### src/core/fsrc_pkg.sv
// Constants, types and field layout for the flash security and reset control block.
// Assumes a 100 MHz system clock and a synchronous, active-high system reset.
//
// Behaviour
// - Reset loads security register from stored byte.
// - Security register: key enable, mass erase, factory, state.
// - Secured special mode allows only erase-all, read-ones.
// - New stored byte acts only after reset.
// - Backdoor unsecure only with key enable on.
// - Matching key forces state field to unsecure.
// - One failed compare blocks verify until reset.
// - Verify changes only the security and status registers.
// - Reset restores state from stored byte.
// - Verify never touches protection registers.
// - Unsecured chip may run every command.
// - Reset sequence loads protection, option, security.
// - Command complete flag low during reset sequence.
// - Processor accesses stalled until sequence ends.
// - Sequence end sets command complete flag.
// - Reset aborts a running command at once.
// - Aborted commands never resume after reset.
// - Key enable off: access error, no compare.
// - All-zero or all-one key: access error.
// - Mismatch keeps secure, later verifies error.
package fsrc_pkg;

  // ----------------------------------------
  // Timing
  // ----------------------------------------
  localparam int unsigned CLK_PERIOD_NS = 10;
  localparam int unsigned RESET_SEQ_NS = 200;
  localparam int unsigned RESET_SEQ_CYCLES = (RESET_SEQ_NS + CLK_PERIOD_NS - 1) / CLK_PERIOD_NS;
  localparam int unsigned CNT_W = 5;
  localparam logic [CNT_W-1:0] CNT_LAST = CNT_W'(RESET_SEQ_CYCLES - 1);

  // ----------------------------------------
  // Register byte offsets
  // ----------------------------------------
  localparam logic [7:0] OFS_STATUS = 8'h00;
  localparam logic [7:0] OFS_SECURITY = 8'h04;
  localparam logic [7:0] OFS_OPTION = 8'h08;
  localparam logic [7:0] OFS_PROT = 8'h0C;
  localparam logic [7:0] OFS_CMD = 8'h10;
  localparam logic [7:0] OFS_KEY_LO = 8'h14;
  localparam logic [7:0] OFS_KEY_HI = 8'h18;

  // ----------------------------------------
  // Status bit positions
  // ----------------------------------------
  localparam int unsigned STAT_COMMAND_COMPLETE_FLAG = 7;
  localparam int unsigned STAT_ACCESS_ERROR_FLAG = 5;
  localparam int unsigned STAT_LOCK = 1;
  localparam int unsigned STAT_MGSTAT = 0;

  // ----------------------------------------
  // Security register fields and encodings
  // ----------------------------------------
  localparam int unsigned BACKDOOR_KEY_ENABLE_LSB = 6;
  localparam int unsigned MASS_ERASE_ENABLE_LSB = 4;
  localparam int unsigned FACC_LSB = 2;
  localparam int unsigned SECST_LSB = 0;
  localparam logic [1:0] BACKDOOR_KEY_ENABLE_ON = 2'h2;
  localparam logic [1:0] SEC_UNSECURE = 2'h2;

  // ----------------------------------------
  // Command codes
  // ----------------------------------------
  localparam logic [7:0] CMD_READ_ONES_ALL = 8'h40;
  localparam logic [7:0] CMD_ERASE_ALL = 8'h44;
  localparam logic [7:0] CMD_VERIFY_KEY = 8'h45;

  // ----------------------------------------
  // Types
  // ----------------------------------------
  typedef enum logic [1:0] {
    ST_INIT = 2'h0,
    ST_LOAD = 2'h1,
    ST_IDLE = 2'h3,
    ST_BUSY = 2'h2
  } fsrc_state_e;

  // Contents of the nonvolatile configuration field.
  typedef struct packed {
    logic [7:0] sec_byte;
    logic [7:0] opt_byte;
    logic [31:0] prot;
    logic [63:0] key;
  } fsrc_nv_s;

  // Request to the external command engine.
  typedef struct packed {
    logic start;
    logic [7:0] code;
  } fsrc_eng_req_s;

  // Answer of the external command engine.
  typedef struct packed {
    logic done;
    logic fail;
  } fsrc_eng_rsp_s;

  // All state of the controller.
  typedef struct packed {
    fsrc_state_e st;
    logic [CNT_W-1:0] cnt;
    logic [7:0] sec;
    logic [7:0] opt;
    logic [31:0] prot;
    logic [7:0] cmd;
    logic [63:0] key;
    logic access_error_flag;
    logic mgstat;
    logic lockout;
    logic vfy;
    logic start;
    logic [31:0] rdata;
  } fsrc_regs_s;

endpackage : fsrc_pkg

### src/core/fsrc_key_check.sv
// Backdoor key comparator with all-zero and all-one detection.
// Assumes both keys are stable while their results are read.
`timescale 1ns/10ps
module fsrc_key_check #(
  parameter int unsigned WIDTH = 64
) (
  // Keys.
  input wire logic [WIDTH-1:0] key_in,
  input wire logic [WIDTH-1:0] ref_in,
  // Results.
  output logic match_out,
  output logic all_zero_out,
  output logic all_one_out
);

  // Compare the supplied key and classify its pattern.
  assign match_out = (key_in == ref_in);
  assign all_zero_out = (key_in == '0);
  assign all_one_out = (key_in == '1);

endmodule : fsrc_key_check

### src/core/fsrc_ctrl.sv
// Flash security and reset sequence controller with an APB register port.
// Assumes the nonvolatile field and engine answers are synchronous to clk_in.
`timescale 1ns/10ps
module fsrc_ctrl
  import fsrc_pkg::*;
(
  // Clock and reset.
  input wire logic clk_in,
  input wire logic reset_in,
  // APB slave.
  input wire logic psel_in,
  input wire logic penable_in,
  input wire logic pwrite_in,
  input wire logic [7:0] paddr_in,
  input wire logic [31:0] pwdata_in,
  output logic pready_out,
  output logic [31:0] prdata_out,
  output logic pslverr_out,
  // Nonvolatile configuration field and mode.
  input wire fsrc_nv_s nv_in,
  input wire logic special_mode_in,
  // Command engine.
  output fsrc_eng_req_s eng_req_out,
  input wire fsrc_eng_rsp_s eng_rsp_in,
  output logic eng_abort_out,
  // Processor side status.
  output logic cpu_hold_out,
  output logic flash_read_en_out,
  output logic secured_out,
  output logic [7:0] security_out
);

  // ----------------------------------------
  // State and decode
  // ----------------------------------------
  fsrc_regs_s regs_reg;
  fsrc_regs_s regs_next;
  logic hold;
  logic ready;
  logic command_complete_flag;
  logic secured;
  logic backdoor_key_enable_on;
  logic key_match;
  logic key_zero;
  logic key_one;
  logic setup;
  logic access;
  logic mapped;
  logic wr;
  logic launch;
  logic allowed;
  logic [31:0] rd_mux;
  logic [7:0] status_val;

  // Sequence states hold the processor off and keep the flag low.
  assign hold = (regs_reg.st == ST_INIT) || (regs_reg.st == ST_LOAD);
  assign command_complete_flag = (regs_reg.st == ST_IDLE);
  // A stalled access waits one more cycle after the sequence so that its read data is fresh.
  assign ready = !hold && (regs_reg.cnt == CNT_LAST);

  // Only one encoding of the state field counts as unsecured.
  assign secured = (regs_reg.sec[SECST_LSB +: 2] != SEC_UNSECURE);
  assign backdoor_key_enable_on = (regs_reg.sec[BACKDOOR_KEY_ENABLE_LSB +: 2] == BACKDOOR_KEY_ENABLE_ON);

  // Bus phases and address decode.
  assign setup = psel_in && !(penable_in && ready);
  assign access = psel_in && penable_in && ready;
  assign wr = access && pwrite_in;
  always_comb begin
    case (paddr_in)
      OFS_STATUS, OFS_SECURITY, OFS_OPTION, OFS_PROT, OFS_CMD, OFS_KEY_LO, OFS_KEY_HI: begin
        mapped = 1'b1;
      end
      default: begin
        mapped = 1'b0;
      end
    endcase
  end

  // Secured special mode accepts only erase-all and read-ones-all.
  assign allowed = !secured || !special_mode_in || (regs_reg.cmd == CMD_ERASE_ALL)
                   || (regs_reg.cmd == CMD_READ_ONES_ALL);
  assign launch = wr && (paddr_in == OFS_STATUS) && pwdata_in[STAT_COMMAND_COMPLETE_FLAG] && command_complete_flag;

  // Key comparator against the stored backdoor key.
  fsrc_key_check #(
    .WIDTH(64)
  ) u_key_check (
    .key_in(regs_reg.key),
    .ref_in(nv_in.key),
    .match_out(key_match),
    .all_zero_out(key_zero),
    .all_one_out(key_one)
  );

  // ----------------------------------------
  // Read multiplexer
  // ----------------------------------------
  always_comb begin
    status_val = 8'h00;
    status_val[STAT_COMMAND_COMPLETE_FLAG] = command_complete_flag;
    status_val[STAT_ACCESS_ERROR_FLAG] = regs_reg.access_error_flag;
    status_val[STAT_LOCK] = regs_reg.lockout;
    status_val[STAT_MGSTAT] = regs_reg.mgstat;
    case (paddr_in)
      OFS_STATUS: rd_mux = {24'h00_0000, status_val};
      OFS_SECURITY: rd_mux = {24'h00_0000, regs_reg.sec};
      OFS_OPTION: rd_mux = {24'h00_0000, regs_reg.opt};
      OFS_PROT: rd_mux = regs_reg.prot;
      OFS_CMD: rd_mux = {24'h00_0000, regs_reg.cmd};
      OFS_KEY_LO: rd_mux = regs_reg.key[31:0];
      OFS_KEY_HI: rd_mux = regs_reg.key[63:32];
      default: rd_mux = 32'h0000_0000;
    endcase
  end

  // ----------------------------------------
  // Next state
  // ----------------------------------------
  always_comb begin
    regs_next = regs_reg;
    regs_next.start = 1'b0;
    // Read data is refreshed until the access completes, so it leaves a flop.
    if (setup) begin
      regs_next.rdata = rd_mux;
    end
    // Software clears come first so that a hardware set below wins.
    if (wr && (paddr_in == OFS_STATUS) && pwdata_in[STAT_ACCESS_ERROR_FLAG]) begin
      regs_next.access_error_flag = 1'b0;
    end
    // Command and key bytes are writable only while no command runs.
    if (wr && command_complete_flag) begin
      case (paddr_in)
        OFS_CMD: regs_next.cmd = pwdata_in[7:0];
        OFS_KEY_LO: regs_next.key[31:0] = pwdata_in;
        OFS_KEY_HI: regs_next.key[63:32] = pwdata_in;
        default: regs_next.cmd = regs_reg.cmd;
      endcase
    end
    case (regs_reg.st)
      ST_INIT: begin
        // The sequence waits out its fixed length before loading.
        if (regs_reg.cnt == CNT_LAST) begin
          regs_next.st = ST_LOAD;
        end else begin
          regs_next.cnt = regs_reg.cnt + 1'b1;
        end
      end
      ST_LOAD: begin
        // Configuration comes from the stored field, never from old state.
        regs_next.sec = nv_in.sec_byte;
        regs_next.opt = nv_in.opt_byte;
        regs_next.prot = nv_in.prot;
        regs_next.cnt = '0;
        regs_next.st = ST_IDLE;
      end
      ST_IDLE: begin
        // The first idle cycle still stalls the bus; later ones do not.
        regs_next.cnt = CNT_LAST;
        if (launch) begin
          regs_next.mgstat = 1'b0;
          if (!allowed) begin
            regs_next.access_error_flag = 1'b1;
          end else if (regs_reg.cmd == CMD_VERIFY_KEY) begin
            regs_next.vfy = 1'b1;
            regs_next.st = ST_BUSY;
          end else begin
            regs_next.start = 1'b1;
            regs_next.st = ST_BUSY;
          end
        end
      end
      ST_BUSY: begin
        if (regs_reg.vfy) begin
          // Verification touches only the security and status state.
          regs_next.vfy = 1'b0;
          regs_next.st = ST_IDLE;
          if (!backdoor_key_enable_on) begin
            regs_next.access_error_flag = 1'b1;
          end else if (regs_reg.lockout) begin
            regs_next.access_error_flag = 1'b1;
          end else if (key_zero || key_one) begin
            regs_next.access_error_flag = 1'b1;
          end else if (!key_match) begin
            regs_next.access_error_flag = 1'b1;
            regs_next.lockout = 1'b1;
          end else begin
            regs_next.sec[SECST_LSB +: 2] = SEC_UNSECURE;
          end
        end else if (eng_rsp_in.done) begin
          regs_next.mgstat = eng_rsp_in.fail;
          regs_next.st = ST_IDLE;
          // A verified erase-all releases security.
          if ((regs_reg.cmd == CMD_ERASE_ALL) && !eng_rsp_in.fail) begin
            regs_next.sec[SECST_LSB +: 2] = SEC_UNSECURE;
          end
        end
      end
      default: begin
        regs_next.st = ST_INIT;
      end
    endcase
  end

  // ----------------------------------------
  // State register
  // ----------------------------------------
  // Reset drops any command in flight and restarts the sequence.
  always_ff @(posedge clk_in) begin
    if (reset_in) begin
      regs_reg <= '0;
    end else begin
      regs_reg <= regs_next;
    end
  end

  // ----------------------------------------
  // Outputs
  // ----------------------------------------
  // The engine is told to stop whenever reset is present.
  assign eng_abort_out = reset_in;
  assign eng_req_out.start = regs_reg.start;
  assign eng_req_out.code = regs_reg.cmd;
  assign pready_out = ready;
  assign prdata_out = regs_reg.rdata;
  assign pslverr_out = access && !mapped;
  assign cpu_hold_out = hold;
  assign flash_read_en_out = !hold;
  assign secured_out = secured;
  assign security_out = regs_reg.sec;

  // ----------------------------------------
  // Checks
  // ----------------------------------------
  a_command_complete_flag_low_seq: assert property (@(posedge clk_in) disable iff (reset_in)
    hold |-> !command_complete_flag)
    else $error("command complete flag set during reset sequence");

  a_bus_stall_hold: assert property (@(posedge clk_in) disable iff (reset_in)
    (regs_reg.st == ST_INIT) |-> !pready_out && !flash_read_en_out)
    else $error("processor access not stalled during sequence");

  a_seq_end_flag: assert property (@(posedge clk_in) disable iff (reset_in)
    (regs_reg.st == ST_LOAD) |=> command_complete_flag && !cpu_hold_out)
    else $error("sequence end did not set command complete flag");

  a_sec_load_nv: assert property (@(posedge clk_in) disable iff (reset_in)
    (regs_reg.st == ST_LOAD) |=> (security_out == $past(nv_in.sec_byte)))
    else $error("security register not loaded from stored byte");

  a_lockout_sticky: assert property (@(posedge clk_in) disable iff (reset_in)
    regs_reg.lockout |=> regs_reg.lockout)
    else $error("lockout cleared without reset");

  a_backdoor_key_enable_off_err: assert property (@(posedge clk_in) disable iff (reset_in)
    regs_reg.vfy && !backdoor_key_enable_on |=> regs_reg.access_error_flag && $stable(security_out) && !regs_reg.lockout)
    else $error("disabled key verify did not fail cleanly");

  a_key_match_unsec: assert property (@(posedge clk_in) disable iff (reset_in)
    regs_reg.vfy && backdoor_key_enable_on && !regs_reg.lockout && key_match && !key_zero && !key_one
    |=> !secured_out && command_complete_flag)
    else $error("matching key did not unsecure");

  a_lockout_refuse: assert property (@(posedge clk_in) disable iff (reset_in)
    regs_reg.vfy && regs_reg.lockout |=> regs_reg.access_error_flag && (secured_out == $past(secured_out)))
    else $error("verify ran while locked out");

  a_prot_stable: assert property (@(posedge clk_in) disable iff (reset_in)
    (regs_reg.st != ST_LOAD) |=> $stable(regs_reg.prot) && $stable(regs_reg.opt))
    else $error("protection changed outside reset sequence");

  a_gate_secure: assert property (@(posedge clk_in) disable iff (reset_in)
    eng_req_out.start && special_mode_in && $past(secured)
    |-> (eng_req_out.code == CMD_ERASE_ALL) || (eng_req_out.code == CMD_READ_ONES_ALL))
    else $error("forbidden command started while secured");

  a_no_resume: assert property (@(posedge clk_in) disable iff (reset_in)
    hold |-> !eng_req_out.start ##1 (hold || !eng_req_out.start))
    else $error("command started during reset sequence");

  a_abort_reset: assert property (@(posedge clk_in)
    reset_in |=> !eng_req_out.start && cpu_hold_out)
    else $error("command not dropped by reset");

  a_stall_release: assert property (@(posedge clk_in) disable iff (reset_in)
    (regs_reg.st == ST_LOAD) |=> !pready_out ##1 pready_out)
    else $error("bus stall not released after sequence");

  a_opt_load_nv: assert property (@(posedge clk_in) disable iff (reset_in)
    (regs_reg.st == ST_LOAD)
    |=> (regs_reg.opt == $past(nv_in.opt_byte)) && (regs_reg.prot == $past(nv_in.prot)))
    else $error("option or protection not loaded from stored field");

  a_key_pattern_err: assert property (@(posedge clk_in) disable iff (reset_in)
    regs_reg.vfy && backdoor_key_enable_on && !regs_reg.lockout && (key_zero || key_one)
    |=> regs_reg.access_error_flag && !regs_reg.lockout && (secured_out == $past(secured_out)))
    else $error("blank key pattern not refused");

  a_key_miss_lock: assert property (@(posedge clk_in) disable iff (reset_in)
    regs_reg.vfy && backdoor_key_enable_on && !key_zero && !key_one && !key_match
    |=> regs_reg.access_error_flag && regs_reg.lockout && (secured_out == $past(secured_out)))
    else $error("key mismatch did not lock out");

endmodule : fsrc_ctrl

### config.mk
export PLATFORM = sky130hd
export DESIGN_NAME = fsrc_ctrl
export DESIGN_NICKNAME = d
export VERILOG_FILES = /design/src/core/fsrc_pkg.sv /design/src/core/fsrc_key_check.sv /design/src/core/fsrc_ctrl.sv
export SDC_FILE = /design/constraint.sdc
export NUM_CORES = 1
export LEC_CHECK = 0
export ABC_AREA = 1
export BUFFER_PORTS_ARGS = -buffer_cell sky130_fd_sc_hd__buf_2
export CAP_MARGIN = 20
export CORE_MARGIN = 2
export CORE_UTILIZATION = 30
export CTS_CLUSTER_SIZE = 14
export DETAILED_ROUTE_END_ITERATION = 10
export PLACE_DENSITY_LB_ADDON = 0.08
export SLEW_MARGIN = 20
export SYNTH_ARGS = -nofsm -noshare
export SYNTH_HDL_FRONTEND = slang
export SYNTH_SLANG_ARGS = --single-unit
### constraint.sdc
create_clock -name clk_in -period 4.1 [get_ports clk_in]
set_clock_uncertainty 0.2 [all_clocks]
set_input_delay 0.41 -clock clk_in [delete_from_list [all_inputs] [get_ports clk_in]]
set_output_delay 0.41 -clock clk_in [all_outputs]
set_load 0.02 [all_outputs]
## After elaboration in Yosys (flattened, before gate mapping)

Cells that the tools add are included.

| storage, ports and cells | value |
|---|---|
| input port bits | 160 |
| logic and storage cells | 127 |
| flip-flop bits (word level) | 164 |
| output and inout bits | 55 |

| operators by class | value |
|---|---|
| $add $sub $neg | 1 |
| reductions and logical operators | 41 |
| equal/unequal tests | 30 |
| bitwise operators | 3 |
| multiplexer cells | 37 |

Operators with widths:

| kind | count |
|---|---|
| $pmux W32 S7 | 1 |
| $eq A64 B64 Y1 | 1 |
| $eq A64 B64 Y1 const B | 1 |
| $logic_not A64 Y1 | 1 |
| $mux W2 | 15 |
| $eq A8 B5 Y1 const B | 3 |
| $eq A8 B7 Y1 const B | 3 |
| $ne A3 B3 Y1 const B | 6 |
| $eq A8 B4 Y1 const B | 2 |
| $mux W1 | 15 |
| $pmux W5 S3 | 1 |
| $logic_and A1 B1 Y1 | 13 |
| $reduce_and A4 Y1 | 3 |
| $eq A8 B3 Y1 const B | 1 |
| $logic_not A8 Y1 | 1 |
| $ne A2 B1 Y1 const B | 4 |
| $ne A2 B2 Y1 const B | 4 |
| $pmux W2 S2 | 2 |
| $pmux W2 S4 | 1 |
| $reduce_and A2 Y1 | 4 |
| $reduce_and A7 Y1 | 1 |
| $reduce_or A7 Y1 | 1 |
| $eq A2 B2 Y1 const B | 3 |
| $logic_not A1 Y1 | 6 |
| 12 further kinds | 19 |

## Longest topological paths before layout

| depth | value |
|---|---|
| depth in word-level cells | 15 |
| mapped depth | 15 |
| gate-level depth less buffers | 15 |

## Modules after synthesis

A second synthesis with hierarchy kept.

| unflattened totals | value |
|---|---|
| cells, all modules | 1,341 |
| area total of the unflattened synthesis | 8,802.2 µm² |

By module, submodules not included:

| module | times used | area an instance (µm²) | cells an instance | seq. area each (µm²) |
|---|---|---|---|---|
| fsrc_ctrl | 1 | 7,562.3 | 1,102 | 3,283.1 |
| fsrc_key_check | 1 | 1,239.9 | 239 | 0.0 |

## Worst setup path before layout

OpenSTA, ideal clock, no wires.

| timing | value |
|---|---|
| path type | input to output |
| start point | in paddr_in[1] |
| end point | out pslverr_out |
| slack | 1,813 ps |
| arrival time | 1,677 ps |
| path buffers | 2 |
| required time | 3,490 ps |
| stages | 8 |
| cell sequence | nor2_2 -> inv_1 -> nor3_4 -> nand2_2 -> buf_4 -> buf_2 -> o21ai_0 -> a211oi_1 |

| between the ends | value |
|---|---|
| cells in the longest elaborated chain, start to end | 5 |
| elaborated cells between the ends (all ways) | 11 |
| those cells by class | eq/ne: 6; mux: 1; reduce/logical: 4 |

RTL lines:

| item | RTL line | text |
|---|---|---|
| start, declared | fsrc_ctrl.sv:14 | `input wire logic [7:0] paddr_in,` |
| $eq A8 B5 Y1, or another cell as far along | fsrc_ctrl.sv:70 | `case (paddr_in)` |
| $reduce_or A7 Y1 (*) | fsrc_ctrl.sv:70 |  |
| $mux W1 (*) | fsrc_ctrl.sv:70 |  |
| $logic_not A1 Y1 (*) | fsrc_ctrl.sv:226 | `assign pslverr_out = access && !mapped;` |
| $logic_and A1 B1 Y1 (*) | fsrc_ctrl.sv:226 |  |
| end, declared | fsrc_ctrl.sv:18 | `output logic pslverr_out,` |

Mark *: on every way between the ends. The rest lies on a longest branch, timed or not.

## Worst setup path after layout

| timing | value |
|---|---|
| start point | reg regs_reg[157] in the netlist's numbering |
| end point | out pslverr_out |

| between the ends | value |
|---|---|
| cells in the longest elaborated chain, start to end | 4 |

RTL lines:

| item | RTL line | text |
|---|---|---|
| start, declared | fsrc_ctrl.sv:36 | `fsrc_regs_s regs_reg;` |
| start signal, assigned | fsrc_ctrl.sv:213 | `regs_reg <= regs_next;` |
| $eq A5 B5 Y1 | fsrc_ctrl.sv:59 | `assign ready = !hold && (regs_reg.cnt == CNT_LAST);` |
| $logic_and A1 B1 Y1 | fsrc_ctrl.sv:59 |  |
| $logic_and A1 B1 Y1 | fsrc_ctrl.sv:67 | `assign access = psel_in && penable_in && ready;` |
| $logic_and A1 B1 Y1 | fsrc_ctrl.sv:226 |  |

No other way between the ends.

==> run summary <==
Status - completed
Most area-consuming cells after synthesis - dfxtp_1 37%, nand2_1 13%, nor2_1 7.7%
Post-synth top area cell - dfxtp_1
Worst R2R End - regs_reg[56]
WL/cell - 17.3 µm
Max FFs per register - 115
FF-to-FF Start - regs_reg[157]
Post-CTS sizing - 0
Vias in the first global route - 8520
Post-synth ARST share - 0%
Min-Delay Path Depth - 3
DR vias - 8876
Gate Count Post-Synth - 1343
RSZ-0062 raised after global routing - false
Largest net degree at the start of global routing - 66
Via/cell ratio - 4.72
Drc violations - 0
Core area - 0.0289 mm²
Layout cells sized above 1 - 18.5%
Clock latency on the worst-skew pair - 0.44 ns
Detailed-router iteration count before antenna repair - 5
Critical-path maximum fanout - 4
Die extent in y - 175 µm
Critical path start-end classification - flop to output port
Share of the synthesized area in the top cell type - 37.2%
Total wire length - 32500 µm
Final Max Tran Viols - 0
Starting density of the core - 30.6%
Logic pwr share - 16.7%
Final ANT Viol Nets - 0
Syn avg cell area - 6.57 µm²
CP Cell Sequence - ha_1, nand4_2, nor2_2, nand2_2, a211oi_1, buf_2
Net Switching - 1.28 mW
Hold Path Origin - nv_in[99]
PortBufs - 214
Mapped Nets - 1504
Final hold vios - 0
Seq/Total Area, Yosys - 37.2%
Total negative slack - 0 ns
Post-route setup slack - 1.35 ns
Top FF cell, synth - dfxtp_1
Io pins - 215
Routability-driven placement congestion ratio - 0.854
Worst EP arrival - 2.14 ns
Post-route minimum period - 2.75 ns
IR Drop Worst-Case VDD - 0.219 mV
Final period util - 67.2%
Worst EP required - 3.49 ns
Hold Path Class - primary input to flop
Mapped Area - 0.00882 mm²
CTS tree - yes
Nets - 1642
Internal power - 2.85 mW
Synth warnings - 0
Post-DP HPWL - 24600 µm
R2r setup slk - 1.47 ns
Grt ovf - 0
CP max-delay cell - dfxtp_1
Static Leak - 4.68 nW
Post-synth EDFFs - 0
GRT Util Overall - 21.0%
CTS root buf - clkbuf_16
H-tree depth - 4
Clk pwr share - 38.7%
Total CTS buffers - 17
Most common cell in the netlist - nand2_1
PD cells - 396 mW/mm²
Element type at the critical path end - output port
Worst slew margin - 34.5%
Area delta synth->final - 18.0%
Max-capacitance violation count - 0
Flops & latches, synth - 164
Synth cell types - 37
CTS Hold Bufs - 4
R2R depth - 10
Final setup fails - 0
Fraction of power consumed by sequential logic - 44.5%
First-pass GRT wire length - 49200 µm
Die ar. - 0.0308 mm²
Initial drt markers - 628
Worst slew pin tran - 0.981 ns
Sw frac - 31.0%
CTS sink cnt - 164
Initial antenna violation count - 2
Hold EP - regs_reg[144]
Slowest stage delay, CP - 0.40 ns
Critical path startpoint category - flop
Place WS - 1.12 ns
Num rows - 62
Fmax - 363 MHz
Post-synth top cells - 298 x nand2_1, 180 x nor2_1, 167 x inv_1, 164 x dfxtp_1, 134 x o21ai_0
CTS clock-pin slew for the worst setup and hold paths - 0.07 ns
Post-CTS Setup Bufs - 0
Clock Path Buffers - 2
Die X - 175 µm
[power by group through the flow]
stage,Sequential (mW),Combinational [mW],Clock (mW)
CTS,1.84,0.698,1.63
global placement,1.87,0.688,0
global route,1.86,0.777,1.70
finish,1.84,0.691,1.60
floorplan,1.84,0.471,0
detailed placement,1.87,0.693,0
[worst max path at each step]
| stage | end | cells past startpoint | from |
|---|---|---|---|
| finish | pslverr_out | 6 | regs_reg[157] |
| CTS | pslverr_out | 6 | regs_reg[157] |
| floorplan | pslverr_out | 8 | paddr_in[1] |
| global route | regs_reg[95] | 10 | regs_reg[157] |
| global placement | regs_reg[74] | 8 | paddr_in[7] |
| detailed placement | regs_reg[56] | 9 | paddr_in[1] |
[cell families (layout without fill, tap and decap cells)]
group | after synthesis | in the layout | synth area share [%]
buf+inv | 280 | 431 | 14.5
flops | 164 | 164 | 37.2
compound gates | 304 | 304 | 18.2
xor+xnor | 30 | 30 | 2.98
other cells | 0 | 1 | 0
fa+ha+maj | 1 | 1 | 0.142
simple gates | 564 | 564 | 26.9
[placed cells by master, fill, tap and decap left out, types with 2 or more instances in the layout]
cell type      instances
nand2_2                2
inv_6                  4
clkinv_2               2
nand3b_1               3
clkbuf_16             17
o221ai_1               8
clkinv_4               2
dfxtp_1              164
nor2_4                 2
nor2_2                 5
inv_1                166
o21ai_0              134
nor2_1               179
nor3_4                 3
o22ai_1               23
xnor2_1               10
nor3_1                 5
a211oi_1               3
dlygate4sd3_1          4
nand2_1              298
nand3_1               25
a21oi_1              126
nand4_2                2
xor2_1                20
nand4_1               35
clkinvlp_4             4
inv_2                  7
o211ai_1               4
buf_4                  8
o21ai_1                3
buf_2                214
[layout make-up]
type | count | area (µm²)
Fill cell | 3274 | 18400
Clock buffer | 19 | 443
Tap cell | 384 | 480
Sequential cell | 164 | 3280
Antenna cell | 1 | 2.50
Multi-Input combinational cell | 899 | 4260
Timing Repair Buffer | 226 | 1170
Clock inverter | 13 | 123
Inverter | 173 | 649
[worst max-delay path, delay by kind of cell, from the launching register on]
family / cells / cell delay (ns)
simple gates: 3 / 0.45
compound gates: 1 / 0.34
buf+inv: 1 / 0.23
fa+ha+maj: 1 / 0.28
flops: 1 / 0.40
[per-stage QoR]
stage                     area, µm²  cells  power [mW]  hold WS (ns)  utilization, %
final                         10400   1879        4.12        0.0150            36.1
after global routing          10400   1878        4.33        0.0111            36.1
after CTS                     10400   1878        4.16       0.00564            36.1
after detailed placement       9800   1842        2.56         0.244            34.0
after global placement         9800   1842        2.56         0.242            34.0
after floorplan                8820   1343        2.31         0.224               -
[per-layer routing]
layer	global-route usage, %	up-vias	routed length [µm]
met5	0	-	19
met4	6.71	2	718
met3	3.33	37	1390
met2	37.0	227	15800
met1	26.3	4089	14500
li1	-	4521	-
No activity file was read; power rests on OpenSTA's default activity.
